<file path="config.mk">
export PLATFORM = sky130hd
export DESIGN_NAME = edt_thresholds
export DESIGN_NICKNAME = d
export VERILOG_FILES = /design/src/hw/edt_pkg.sv /design/src/hw/edt_cnt_if.sv /design/src/hw/edt_counter.sv /design/src/hw/edt_thresholds.sv
export SDC_FILE = /design/constraint.sdc
export NUM_CORES = 1
export LEC_CHECK = 0
export ABC_CLOCK_PERIOD_IN_PS = 2000
export BUFFER_PORTS_ARGS = -buffer_cell sky130_fd_sc_hd__buf_2
export CAP_MARGIN = 20
export CELL_PAD_IN_SITES_DETAIL_PLACEMENT = 0
export CELL_PAD_IN_SITES_GLOBAL_PLACEMENT = 1
export CORE_MARGIN = 5
export CORE_UTILIZATION = 39
export CTS_CLUSTER_SIZE = 24
export DETAILED_ROUTE_END_ITERATION = 16
export PLACE_DENSITY = 0.78
export REMOVE_ABC_BUFFERS = 1
export SLEW_MARGIN = 20
export SYNTH_ARGS = -nofsm -noshare
export SYNTH_HDL_FRONTEND = slang
export SYNTH_HIERARCHICAL = 1
export SYNTH_SLANG_ARGS = --single-unit
export TNS_END_PERCENT = 1
</file>
<file path="constraint.sdc">
create_clock -name clk -period 2 [get_ports clk]
set_input_delay 0.3 -clock clk [delete_from_list [all_inputs] [get_ports clk]]
set_output_delay 0.3 -clock clk [all_outputs]
set_load 0.05 [all_outputs]
</file>
<file path="src/hw/edt_pkg.sv">
// ----------------------------------------------------------------------------
// Energy-detect threshold constants
// ----------------------------------------------------------------------------
package edt_pkg;

   // Register location on the management register port
   localparam logic [4:0]  EDT_ADDR        = 5'h1D;

   // Field positions inside the 16-bit control word
   localparam int          BIT_EN          = 15;
   localparam int          BIT_AUTO_UP     = 14;
   localparam int          BIT_AUTO_DOWN   = 13;
   localparam int          BIT_MAN         = 12;
   localparam int          BIT_BURST_DIS   = 11;
   localparam int          BIT_PWR_STATE   = 10;
   localparam int          BIT_ERR_MET     = 9;
   localparam int          BIT_DATA_MET    = 8;
   localparam int          ERR_THR_LSB     = 4;
   localparam int          DATA_THR_LSB    = 0;
   localparam int          THR_W           = 4;

   // Reset values of the writable fields
   localparam logic [3:0]  THR_RESET       = 4'h1;
   localparam logic        EN_RESET        = 1'b0;
   localparam logic        AUTO_UP_RESET   = 1'b1;
   localparam logic        AUTO_DOWN_RESET = 1'b1;
   localparam logic        BURST_RESET     = 1'b0;

   // Event counters saturate here
   localparam logic [3:0]  CNT_MAX         = 4'hF;

   // Idle timeout: seconds as given, cycles derived from the clock rate
   localparam longint unsigned CLK_HZ              = 250_000_000;
   localparam longint unsigned IDLE_TIMEOUT_S      = 2;
   localparam longint unsigned IDLE_TIMEOUT_CYCLES = IDLE_TIMEOUT_S * CLK_HZ;

   // Power state of the energy-detect logic
   typedef enum logic [0:0] {
      EDT_DOWN = 1'b0,
      EDT_UP   = 1'b1
   } edt_pwr_t;

endpackage

</file>
<file path="src/hw/edt_cnt_if.sv">
`timescale 1ns/100ps
// ----------------------------------------------------------------------------
// Link between the threshold logic and one event counter
// ----------------------------------------------------------------------------
interface edt_cnt_if;
   logic       inc;    // One event this cycle
   logic       clr;    // Restart the count
   logic [3:0] count;  // Current saturated count

   modport ctrl (output inc, output clr, input count);
   modport cnt  (input inc, input clr, output count);
endinterface

</file>
<file path="src/hw/edt_counter.sv">
`timescale 1ns/100ps
// ----------------------------------------------------------------------------
// Saturating 4-bit event counter
// ----------------------------------------------------------------------------
module edt_counter
   import edt_pkg::*;
(
   input  wire logic clk,
   input  wire logic nrst,
   edt_cnt_if.cnt    bus
);
   logic [3:0] count;       // Held count
   logic [3:0] next_count;  // Value for the next edge

   // Clear wins over an event so a restart is never half done
   always_comb begin
      next_count = count;
      if (bus.clr) begin
         next_count = 4'h0;
      end else if (bus.inc && (count != CNT_MAX)) begin
         // Saturate rather than wrap, a wrap would hide a met threshold
         next_count = count + 4'h1;
      end
   end

   // Register only
   always_ff @(posedge clk) begin
      if (!nrst) begin
         count <= 4'h0;
      end else begin
         count <= next_count;
      end
   end

   assign bus.count = count;
endmodule

</file>
<file path="src/hw/edt_thresholds.sv">
`timescale 1ns/100ps
// Contract
// - Power-state bit reads one when powered up
// - Power-state bit meaningless while mode disabled
// - Error-met flag bit 9, clear-on-read, informational
// - Data-met flag bit 8 sets at threshold
// - Error threshold bits 7:4, default 0001
// - Data threshold bits 3:0, default 0001
// - Counters restart after two idle seconds
// - Enable bit 15 clear blocks power actions
// - Auto power-up bit 14 starts power-up
// - Auto power-down bit 13 starts power-down
module edt_thresholds
   import edt_pkg::*;
#(
   parameter longint unsigned TIMEOUT_CYCLES = edt_pkg::IDLE_TIMEOUT_CYCLES
)
(
   input  wire logic        clk,
   input  wire logic        nrst,
   input  wire logic [4:0]  reg_addr,
   input  wire logic        reg_wr,
   input  wire logic        reg_rd,
   input  wire logic [15:0] reg_wdata,
   output logic      [15:0] reg_rdata,
   input  wire logic        ed_data_event,
   input  wire logic        ed_err_event,
   input  wire logic        line_no_energy,
   output logic             power_up_start,
   output logic             power_down_start,
   output logic             burst_disable,
   output logic             line_power_state
);
   import edt_pkg::*;

   // ------------------------------------------------------------------------
   // Declarations
   // ------------------------------------------------------------------------
   localparam logic [31:0] TMO_LAST = 32'(TIMEOUT_CYCLES - 1);

   logic              line_energy_enable;          // Mode allowed
   logic              auto_power_up;               // Power up on data threshold
   logic              auto_power_down;             // Power down on no energy
   logic              burst_dis;                   // Stored, drives the pulser
   logic [3:0]        error_threshold;             // Error events needed
   logic [3:0]        data_threshold;              // Data events needed
   logic              error_threshold_met;         // Sticky, clear on read
   logic              data_threshold_met;          // Sticky, clear on read
   edt_pwr_t          pwr;                         // Energy-detect power state
   logic [31:0]       idle_cnt;                    // Cycles since last data event or expiry
   logic [15:0]       rdata;                       // Read data register

   logic              next_line_energy_enable;
   logic              next_auto_power_up;
   logic              next_auto_power_down;
   logic              next_burst_dis;
   logic [3:0]        next_error_threshold;
   logic [3:0]        next_data_threshold;
   logic              next_error_threshold_met;
   logic              next_data_threshold_met;
   edt_pwr_t          next_pwr;
   logic [31:0]       next_idle_cnt;
   logic [15:0]       next_rdata;

   logic              rd_hit;                      // Read of this register
   logic              wr_hit;                      // Write of this register
   logic              man_req;                     // Manual toggle request
   logic              data_hit;                    // Data threshold reached now
   logic              err_hit;                     // Error threshold reached now
   logic              idle_done;                   // Idle timeout expired
   logic              go_up;                       // Power-up starts
   logic              go_down;                     // Power-down starts

   edt_cnt_if         cnt_bus [2] ();              // 0 = data, 1 = error

   // Address decode, shared by read and write
   function automatic logic addr_match(input logic [4:0] a);
      return a == EDT_ADDR;
   endfunction

   // True when one more event lifts the count to the threshold or beyond
   function automatic logic reaches(input logic [3:0] cnt, input logic [3:0] thr);
      return ({1'b0, cnt} + 5'h01) >= {1'b0, thr};
   endfunction

   // ------------------------------------------------------------------------
   // Event counters
   // ------------------------------------------------------------------------
   // Both counters restart together on timeout or on any power action
   generate
      for (genvar i = 0; i < 2; i++) begin : g_cnt
         edt_counter u_cnt (
            .clk  (clk),
            .nrst (nrst),
            .bus  (cnt_bus[i])
         );
         assign cnt_bus[i].clr = idle_done || go_up || go_down;
      end
   endgenerate

   assign cnt_bus[0].inc = ed_data_event;
   assign cnt_bus[1].inc = ed_err_event;

   // ------------------------------------------------------------------------
   // Decode and event terms
   // ------------------------------------------------------------------------
   always_comb begin
      rd_hit    = reg_rd && addr_match(reg_addr);
      wr_hit    = reg_wr && addr_match(reg_addr);
      man_req   = wr_hit && reg_wdata[BIT_MAN];
      data_hit  = ed_data_event && reaches(cnt_bus[0].count, data_threshold);
      err_hit   = ed_err_event && reaches(cnt_bus[1].count, error_threshold);
      // A data event restarts the idle window, so it never meets the timeout
      idle_done = !ed_data_event && (idle_cnt == TMO_LAST);
      // Error threshold feeds only its flag, never a power action
      go_up     = 1'b0;
      go_down   = 1'b0;
      if (line_energy_enable) begin
         unique case (pwr)
            EDT_DOWN: go_up   = man_req || (auto_power_up && data_hit);
            EDT_UP:   go_down = man_req || (auto_power_down && line_no_energy);
         endcase
      end
   end

   // ------------------------------------------------------------------------
   // Register file, flags, power state and idle timer: next values
   // ------------------------------------------------------------------------
   always_comb begin
      next_line_energy_enable = line_energy_enable;
      next_auto_power_up      = auto_power_up;
      next_auto_power_down    = auto_power_down;
      next_burst_dis          = burst_dis;
      next_error_threshold    = error_threshold;
      next_data_threshold     = data_threshold;
      next_pwr                = pwr;
      next_rdata              = rdata;
      // Writes land on the writable fields only; bit 12 self-clears
      if (wr_hit) begin
         next_line_energy_enable = reg_wdata[BIT_EN];
         next_auto_power_up      = reg_wdata[BIT_AUTO_UP];
         next_auto_power_down    = reg_wdata[BIT_AUTO_DOWN];
         next_burst_dis          = reg_wdata[BIT_BURST_DIS];
         next_error_threshold    = reg_wdata[ERR_THR_LSB +: THR_W];
         next_data_threshold     = reg_wdata[DATA_THR_LSB +: THR_W];
      end
      // Clear on read, but a new hit in the same cycle keeps the flag
      next_error_threshold_met = err_hit || (error_threshold_met && !rd_hit);
      next_data_threshold_met  = data_hit || (data_threshold_met && !rd_hit);
      // Sequencing itself is outside; the state follows the start pulses
      if (go_up) begin
         next_pwr = EDT_UP;
      end else if (go_down) begin
         next_pwr = EDT_DOWN;
      end
      // Idle timer restarts on data events and on its own expiry
      if (ed_data_event || idle_done) begin
         next_idle_cnt = 32'h0;
      end else begin
         next_idle_cnt = idle_cnt + 32'h1;
      end
      // Read snapshot; the state bit is valid only with the mode enabled
      if (rd_hit) begin
         next_rdata                             = 16'h0000;
         next_rdata[BIT_EN]                     = line_energy_enable;
         next_rdata[BIT_AUTO_UP]                = auto_power_up;
         next_rdata[BIT_AUTO_DOWN]              = auto_power_down;
         next_rdata[BIT_BURST_DIS]              = burst_dis;
         next_rdata[BIT_PWR_STATE]              = (pwr == EDT_UP);
         next_rdata[BIT_ERR_MET]                = error_threshold_met;
         next_rdata[BIT_DATA_MET]               = data_threshold_met;
         next_rdata[ERR_THR_LSB +: THR_W]       = error_threshold;
         next_rdata[DATA_THR_LSB +: THR_W]      = data_threshold;
      end
   end

   // ------------------------------------------------------------------------
   // Register only
   // ------------------------------------------------------------------------
   always_ff @(posedge clk) begin
      if (!nrst) begin
         line_energy_enable  <= EN_RESET;
         auto_power_up       <= AUTO_UP_RESET;
         auto_power_down     <= AUTO_DOWN_RESET;
         burst_dis           <= BURST_RESET;
         error_threshold     <= THR_RESET;
         data_threshold      <= THR_RESET;
         error_threshold_met <= 1'b0;
         data_threshold_met  <= 1'b0;
         pwr                 <= EDT_DOWN;
         idle_cnt            <= 32'h0;
         rdata               <= 16'h0000;
      end else begin
         line_energy_enable  <= next_line_energy_enable;
         auto_power_up       <= next_auto_power_up;
         auto_power_down     <= next_auto_power_down;
         burst_dis           <= next_burst_dis;
         error_threshold     <= next_error_threshold;
         data_threshold      <= next_data_threshold;
         error_threshold_met <= next_error_threshold_met;
         data_threshold_met  <= next_data_threshold_met;
         pwr                 <= next_pwr;
         idle_cnt            <= next_idle_cnt;
         rdata               <= next_rdata;
      end
   end

   // ------------------------------------------------------------------------
   // Outputs
   // ------------------------------------------------------------------------
   assign reg_rdata        = rdata;
   assign power_up_start   = go_up;
   assign power_down_start = go_down;
   assign burst_disable    = burst_dis;
   assign line_power_state = (pwr == EDT_UP);

   // ------------------------------------------------------------------------
   // Assertions
   // ------------------------------------------------------------------------
   a_state_read:
   assert property (@(posedge clk) disable iff (!nrst)
      rd_hit |=> reg_rdata[BIT_PWR_STATE] == $past(line_power_state))
      else $error("power state bit does not match state");

   a_err_met_clr:
   assert property (@(posedge clk) disable iff (!nrst)
      (rd_hit && !err_hit) |=> !error_threshold_met ##1 (error_threshold_met || !$past(err_hit)))
      else $error("error met flag not cleared by read");

   a_data_met_set:
   assert property (@(posedge clk) disable iff (!nrst)
      data_hit |=> data_threshold_met
         && (({1'b0, $past(cnt_bus[0].count)} + 5'h01) >= {1'b0, $past(data_threshold)}))
      else $error("data met flag not set at threshold");

   a_thr_reset:
   assert property (@(posedge clk)
      $rose(nrst) |-> (error_threshold == 4'h1) && (data_threshold == 4'h1) && !data_threshold_met)
      else $error("thresholds not at reset value");

   a_data_thr_wr:
   assert property (@(posedge clk) disable iff (!nrst)
      wr_hit |=> data_threshold == $past(reg_wdata[3:0]) && error_threshold == $past(reg_wdata[7:4]))
      else $error("threshold write not taken");

   a_idle_restart:
   assert property (@(posedge clk) disable iff (!nrst)
      idle_done |=> (cnt_bus[0].count == 4'h0) && (cnt_bus[1].count == 4'h0) && (idle_cnt == 32'h0))
      else $error("counters not restarted after idle timeout");

   a_no_act_dis:
   assert property (@(posedge clk) disable iff (!nrst)
      !line_energy_enable |-> !power_up_start && !power_down_start ##1 $stable(line_power_state))
      else $error("power action while disabled");

   a_auto_up:
   assert property (@(posedge clk) disable iff (!nrst)
      (line_energy_enable && auto_power_up && data_hit && !line_power_state)
         |-> power_up_start ##1 line_power_state)
      else $error("auto power up missing");

   a_auto_down:
   assert property (@(posedge clk) disable iff (!nrst)
      (line_energy_enable && auto_power_down && line_no_energy && line_power_state)
         |-> power_down_start ##1 !line_power_state)
      else $error("auto power down missing");

   a_set_wins:
   assert property (@(posedge clk) disable iff (!nrst)
      (rd_hit && (data_hit || err_hit))
         |=> (data_threshold_met || !$past(data_hit)) && (error_threshold_met || !$past(err_hit)))
      else $error("event lost during clearing read");

endmodule

</file>
==> out/results.md, run 1 <==
| Metric | This run |
|---|---|
| Status | finished with violations |
| Violated checks | setup timing |
| Root Driver | sky130_fd_sc_hd__clkbuf_8 |
| Initial Util | 0.400 |
| Number of antenna repair diodes | 0 |
| Post-Syn Instances | 359 |
| Slowest cell delay on critical path | 0.36 ns |
| Maximum root-to-sink buffer count | 2 |
| CORE AREA | 8180 µm² |
| Total power density per cell area | 726 nW/µm² |
| Hold path startpoint | reg_wdata[4] |
| Reg-to-reg startpoint | g_cnt[0].u_cnt/bus.count[1]$_SDFFE_PP0P_ |
| Number of warnings reported in the yosys synthesis log | 6 |
| Kind of launch point of the worst setup path | flip-flop |
| Boundary Pins | 48 |
| Internal power | 2440 µW |
| GRT Total Usage | 0.148 |
| Reported net switching power | 658 µW |
| Final count of hold timing violations | 0 |
| # rows | 33 |
| Number of enable flip-flop cells after synthesis | 0 |
| Wire length of the first global-routing pass | 12200 µm |
| Area delta synth->final | 30.3% |
| Number of vias per cell after detailed routing | 5.05 |
| Final net count | 480 |
| Estimated wirelength of the detail-placed design | 5130 µm |
| Data required time of the critical path | 1.70 ns |
| Iteration-0 DRC Markers | 63 |
| Peak Freq | 0.434 GHz |
| Setup clock skew after layout | 0.00984 ns |
| Portion of the post-synthesis area used by sequential elements | 0.428 |
| Critical-path cell list | buf_6 > nand3_4 > xnor2_2 > ha_1 > o21ai_2 > o21ai_2 > a31oi_2 > nor2_2 > buf_6 |
| Final RePlAce weighted congestion | 0.842 |
| Netlist Area Pre-Place | 3270 µm² |
| Final wirelength | 7230 µm |
| Family with the most delay on the worst path | flip-flops |
| CTS hold repair buffers | 0 |
| Count of unique library cells instantiated by Yosys | 46 |
| Synth Register Bits | 70 |
| Predominant post-synthesis flop cell | sky130_fd_sc_hd__dfxtp_1 |
| # setup viols final | 10 |
| Global route total overflow | 0 |
| Drt pass-1 iters | 4 |
| Post-layout minimum cycle time | 2.30 ns |
| Worst VDD drop | 0.000453 V |
| Die area | 10300 µm² |
| Port Buf Inserts | 43 |
| Setup repair after global routing missed its margin | yes |
| Portion of the clock cycle consumed by the worst path in the final layout | 1.15 |
| Ratio of cells with drive above 1 in the final layout | 0.295 |
| Worst hold endpoint | error_threshold[0]$_SDFFE_PN1P_ |
| Sequential Power Share | 0.461 |
| Number of clock buffers inserted by TritonCTS | 9 |
| Arr. time, crit path | 2.00 ns |
| Max Slew Vio Count | 0 |
| Clock tree from TritonCTS | done |
| Worst hold-check path type | input port to flip-flop |
| H-Tree Level Count | 3 |
| Via Count | 2775 |
| Worst setup margin | -0.304 ns |
| Clock network fraction of total power | 0.462 |
| DRC violation count after routing | 0 |
| Crit end category | output pin |
| DIE WIDTH | 102 µm |
| Average detailed-routed wire length per instance | 13.2 µm |
| Switching part of the total power | 0.213 |
| Worst-path cell with the longest stage delay | sky130_fd_sc_hd__dfxtp_2 |
| Leak pwr | 0.00188 µW |
| Antenna violations before repair | 0 |
| R2R Path End | line_power_state$_SDFFE_PN0P_ |
| Clk slew on worst S/H paths | 0.08 ns |
| Number of max-cap violations | 0 |
| Placement Setup Slack | -0.224 ns |
| Number of sinks handled by clock tree synthesis | 70 |
| Mean instance size in the synthesized netlist | 9.11 µm² |
| Remaining antenna violation count | 0 |
| Worst setup slack for register-to-register paths | -0.26 ns |
| Via count of the first global-routing pass | 2705 |
| Clock insertion delay at the later pin of the skew report | 0.34 ns |
| Post-route insts no fill | 549 |
| Count of buffering cells on the critical path with inverters included | 2 |
| Async set or reset register ratio after synthesis | 0 |
| Height of the die | 102 µm |
| Classification of the worst setup path | flip-flop to output pin |
| Largest net degree at the start of global routing | 33 |
| Reg2reg path depth | 12 |
| Worst hold margin | 0.177 ns |
| Power share of the combinational group | 0.078 |
| Instance count along the most critical hold path | 3 |
| CP max FO | 3 |
| Placed Cells incl. Taps | 523 |
==> metal layers <==
layer  part of all wire  global-route usage
met3              0.059              0.0510
met2               0.46               0.245
met1               0.47               0.178
met4              0.015              0.0532
met5                  0                   0
==> sequential cells by signal, summed over array words and instances (netlist names), 4 cells and up <==
| name | flops |
|---|---|
| error_threshold | 4 |
| g_cnt.u_cnt/bus.count | 8 |
| reg_rdata | 15 |
| idle_cnt | 32 |
| data_threshold | 4 |
==> cells in the mapped netlist, drive strengths merged (2+ instances only) <==
cell	count	area (µm²)
dfxtp	70	1400
nor2	67	254
xor2	22	193
mux2i	21	210
a21oi	17	85.1
nand3	17	97.6
inv	14	52.6
nand4	14	109
ha	13	163
nand2	13	48.8
o21ai	10	50.1
xnor2	9	78.8
and3	8	60.1
nor3	8	56.3
buf	7	55.1
or3	7	43.8
nand2b	6	37.5
and4	4	36.3
clkbuf	4	15.0
a211oi	3	22.5
a31oi	3	18.8
nor4	3	33.8
and2	2	12.5
and4b	2	22.5
nand3b	2	15.0
nand4b	2	17.5
nor4b	2	17.5
o211ai	2	15.0
==> logic make-up after synthesis <==
family / synth area share
AND/OR/NAND/NOR: 0.269
XOR/XNOR: 0.0830
AO/OA/AOI/OAI: 0.0662
buffers and inverters: 0.0386
other: 0.00115
multiplexers: 0.0643
flip-flops: 0.428
adder cells (fa/ha/maj): 0.0497
==> final cells by class <==
class | count | area (µm²)
Timing Repair Buffer | 80 | 523
Fill cell | 761 | 3920
Clock inverter | 5 | 104
Sequential cell | 70 | 1410
Clock buffer | 11 | 151
Tap cell | 105 | 131
Multi-Input combinational cell | 263 | 1890
Inverter | 15 | 56.3
==> worst register-to-register path, delay by kind of cell, from the launching register on <==
kind,cells,cell delay (ns)
flops,1,0.36
simple gates,2,0.11
compound gates,2,0.59
fa+ha+maj,2,0.48
buf+inv,6,0.62
==> worst max path at each step <==
stage          cells past startpoint                                startpoint                                        to  slack, ns
4_1_cts                            9  g_cnt[0].u_cnt/bus.count[1]$_SDFFE_PP0P_                            power_up_start      -0.33
6_report                           9  g_cnt[0].u_cnt/bus.count[0]$_SDFFE_PP0P_                            power_up_start      -0.30
3_3_place_gp                       8  g_cnt[0].u_cnt/bus.count[0]$_SDFFE_PP0P_  g_cnt[1].u_cnt/bus.count[2]$_SDFFE_PP0P_      -0.15
3_5_place_dp                       8  g_cnt[0].u_cnt/bus.count[0]$_SDFFE_PP0P_  g_cnt[1].u_cnt/bus.count[2]$_SDFFE_PP0P_      -0.22
2_1_floorplan                      5                               reg_addr[4]                            power_up_start      -0.41
5_1_grt                            9  g_cnt[0].u_cnt/bus.count[0]$_SDFFE_PP0P_                            power_up_start      -0.42
==> power by group through the flow <==
stage	clock network, µW	registers (µW)	logic, µW
after floorplan	0	1460	78.5
after global placement	0	1450	158
after detailed placement	0	1460	162
after CTS	1470	1430	212
after global routing	1530	1430	264
final	1430	1420	240
==> layout by cell type (no fill, tap or decap), drive strengths merged, types with 3 or more instances in the layout <==
cell type,count
o21ai,10
nor3,8
or3,7
and4,4
and3,8
ha,13
bufinv,3
dfxtp,70
buf,80
a21oi,17
nor2,67
nand4,14
nor4,3
clkbuf,11
mux2i,21
nand2b,6
xnor2,9
a211oi,3
inv,15
nand3,17
nand2,13
xor2,22
a31oi,3
==> through the flow <==
step / power (µW) / TNS, ns / utilization / area, µm²
after global placement: 1610 / -0.998 / 0.460 / 3760
after floorplan: 1540 / -0.773 / - / 3200
after global routing: 3220 / -3.34 / 0.521 / 4260
after detailed placement: 1620 / -1.47 / 0.460 / 3760
final: 3090 / -1.99 / 0.521 / 4260
after CTS: 3110 / -2.09 / 0.507 / 4150
==> repair_timing <==
item | 4_1_cts | 5_1_grt
endpoints found under the hold margin | 0 | 0
setup buffers | 8 | 2
gates resized for setup | 15 | 19
setup endpoints to repair | 9 | 42
pin swaps | 10 | 9
(Power assumes the default switching activity.)
==> run 2, diff against run 1 <==
==> constraint.sdc (replaced) <==
create_clock -name clk -period 2 [get_ports clk]
set_input_delay 0.6 -clock clk [delete_from_list [all_inputs] [get_ports clk]]
set_output_delay 0.6 -clock clk [all_outputs]
set_load 0.05 [all_outputs]
==> run 2 against run 1 <==
  * Wire length up 10%
  * Die area unchanged
  * Hold slack better by 0.27 ns
  * First-iteration DRC count down 4.8%
  * Combinational power up 31%
  * Global-route usage up 1.2 points
  * Flip-flop and latch count unchanged
  * The flow still finishes with violations (setup timing)
  * Non-clock buffer count up 19
  * Core utilization up 2.1 points
  * Count of clock-buffer cells in the layout down 2
  * Sequential power about the same
  * Critical path depth down 1
==> out/results.md, run 2 (same netlist as run 1, synthesis figures left out) <==
| Metric | This run | Delta |
|---|---|---|
| Worst hold margin | 0.448 ns | +0.271 ns |
| Portion of the clock cycle consumed by the worst path in the final layout | 1.34 | +0.185 |
| Average detailed-routed wire length per instance | 14.1 µm | +6.7% |
| Total power density per cell area | 649 nW/µm² | -11% |
| Family with the most delay on the worst path | compound AO/OA/AOI/OAI gates |  |
| Crit. Startpoint | g_cnt[0].u_cnt/bus.count[1]$_SDFFE_PP0P_ |  |
| Setup clock skew after layout | 0.00903 ns | -0.000813 ns |
| Final net count | 499 | +4.0% |
| Wire length of the first global-routing pass | 13100 µm | +7.9% |
| Worst hold endpoint | idle_cnt[0]$_SDFF_PP0_ |  |
| Height of the die | 102 µm | unchanged |
| Leak pwr | 0.00194 µW | +3.0% |
| Number of sinks handled by clock tree synthesis | 70 | unchanged |
| Via count of the first global-routing pass | 2778 | +2.7% |
| CTS hold repair buffers | 0 | unchanged |
| Peak Freq | 0.374 GHz | -14% |
| # setup viols final | 11 | +1 |
| Placed Instance Area | 3860 µm² | +2.6% |
| Final count of hold timing violations | 0 | unchanged |
| Slowest cell delay on critical path | 0.37 ns | about the same |
| Hold path startpoint | idle_cnt[0]$_SDFF_PP0_ |  |
| Classification of the worst setup path | flip-flop to output pin |  |
| Violated checks | setup timing |  |
| Highest-count cells in the layout ignoring fill and taps | sky130_fd_sc_hd__dfxtp_1, sky130_fd_sc_hd__nor2_1, sky130_fd_sc_hd__buf_4, sky130_fd_sc_hd__buf_2 |  |
| Post-route insts no fill | 568 | +3.5% |
| Antenna violations before repair | 0 | unchanged |
| Worst setup slack for register-to-register paths | -0.60 ns | -0.34 ns |
| Final non-filler cell area | 4430 µm² | +4.0% |
| Count of buffering cells on the critical path with inverters included | 1 | -1 |
| R2R Path End | g_cnt[0].u_cnt/bus.count[3]$_SDFFE_PP0P_ |  |
| Worst setup margin | -0.674 ns | -0.370 ns |
| Max reg flops | 32 | unchanged |
| Stages on worst setup path | 8 | -1 |
| Port Buf Inserts | 43 | unchanged |
| Post-layout minimum cycle time | 2.67 ns | +0.370 ns |
| Number of vias per cell after detailed routing | 5.00 | -1.2% |
| Boundary Pins | 48 | unchanged |
| Clock tree from TritonCTS | done |  |
| Clock insertion delay at the later pin of the skew report | 0.35 ns | about the same |
| Critical-path cell list | ha_4 > xor2_2 > ha_2 > a211oi_4 > o21ai_2 > a31oi_2 > nor2_2 > buf_6 |  |
| Via Count | 2838 | +2.3% |
| Worst hold-check path type | flip-flop to flip-flop |  |
| Biggest register | idle_cnt |  |
| Ratio of cells with drive above 1 in the final layout | 0.343 | +0.0484 |
| Reg2reg path depth | 14 | +2 |
| Arr. time, crit path | 2.07 ns | +0.07 ns |
| DRC violation count after routing | 0 | unchanged |
| Final wirelength | 7980 µm | +10% |
| Number of clock buffers inserted by TritonCTS | 9 | unchanged |
| Largest net degree at the start of global routing | 33 | unchanged |
| Status | finished with violations |  |
| Data required time of the critical path | 1.40 ns | -0.30 ns |
| Number of antenna repair diodes | 0 | unchanged |
| Crit end category | output pin |  |
| Estimated wirelength of the detail-placed design | 5290 µm | +3.1% |
| Design Power | 2870 µW | -7.1% |
| Area delta synth->final | 35.5% |  |
| Die area | 10300 µm² | unchanged |
| CP max FO | 3 | unchanged |
| Number of max-cap violations | 0 | unchanged |
| # rows | 33 | unchanged |
| Worst-path cell with the longest stage delay | sky130_fd_sc_hd__dfxtp_4 |  |
| DIE WIDTH | 102 µm | unchanged |
| Max Slew Vio Count | 0 | unchanged |
| Global route total overflow | 0 | unchanged |
| H-Tree Level Count | 3 | unchanged |
| Worst VDD drop | 0.000505 V | +11% |
| Remaining antenna violation count | 0 | unchanged |
| Root Driver | sky130_fd_sc_hd__clkbuf_8 |  |
| Most frequent standard cell in the layout excluding fill and tap cells | sky130_fd_sc_hd__dfxtp_1 |  |
| Initial Util | 0.400 | unchanged |
| Maximum root-to-sink buffer count | 2 | unchanged |
| Kind of launch point of the worst setup path | flip-flop |  |
| CORE AREA | 8180 µm² | unchanged |
| Drt pass-1 iters | 5 | +1 |
| Clk slew on worst S/H paths | 0.07 ns | about the same |
| Setup repair after global routing missed its margin | yes |  |
| Placed Cells incl. Taps | 536 | +2.5% |
| Iteration-0 DRC Markers | 60 | -4.8% |
| Final RePlAce weighted congestion | 0.806 | -4.3% |
| Instance count along the most critical hold path | 1 | -2 |
| GRT Total Usage | 0.160 | +0.0123 |
| Reg-to-reg startpoint | g_cnt[0].u_cnt/bus.count[1]$_SDFFE_PP0P_ |  |
## run 2: changes by cell type in the layout (fill, tap and decap cells not counted), sizes merged
| cell | change |
|---|---|
| inv | -1 |
| clkinv | +2 |
| bufinv | -2 |
| clkinvlp | +3 |
| buf | +19 |
| clkbuf | -2 |
## run 2: repair_timing
| item | 4_1_cts | 5_1_grt |
|---|---|---|
| setup buffers | 17 | 1 |
| gates cloned | 0 | 0 |
| gates resized for setup | 27 | 29 |
| pin swaps | 10 | 10 |
| endpoints found under the setup margin | 10 | 44 |
## run 2: stage by stage
| step | utilization | setup TNS, ns | setup WS, ns |
|---|---|---|---|
| 2_1_floorplan | - | -5.00 | -1.01 |
| 3_3_place_gp | 0.472 | -2.57 | -0.415 |
| 3_5_place_dp | 0.472 | -3.08 | -0.461 |
| 4_1_cts | 0.527 | -5.17 | -0.622 |
| 5_1_grt | 0.542 | -7.08 | -0.751 |
| 6_report | 0.542 | -6.00 | -0.674 |
## run 2: layout make-up
cell class	count	area, µm²
tap	105	131
fill	749	3740
sequential	70	1410
clock inverter	7	75.1
multi-input combinational	263	1930
timing repair buffer	99	706
inverter	15	56.3
clock buffer	9	124
## run 2: per-layer routing
layer	routed length, µm	vias to the layer above	part of all wire	track usage
met3	425	13	0.053	0.0489
met4	138	0	0.017	0.0470
li1	-	1450	-	-
met1	3560	1318	0.45	0.202
met2	3860	57	0.48	0.265
met5	0	-	0	0
## run 2: how the worst max path moves through the flow
stage	slack, ns	endpoint
floorplan	-1.01	power_up_start
global placement	-0.41	power_up_start
detailed placement	-0.46	power_up_start
CTS	-0.62	power_up_start
global route	-0.75	power_up_start
finish	-0.67	power_up_start
## run 2: power by group
group	internal, µW	switching [µW]	total (µW)	leakage [µW]
clock	577	558	1130	0.0000914
combinational	178	136	315	0.00128
sequential	1410	17.0	1430	0.000568
total	2160	711	2870	0.00194
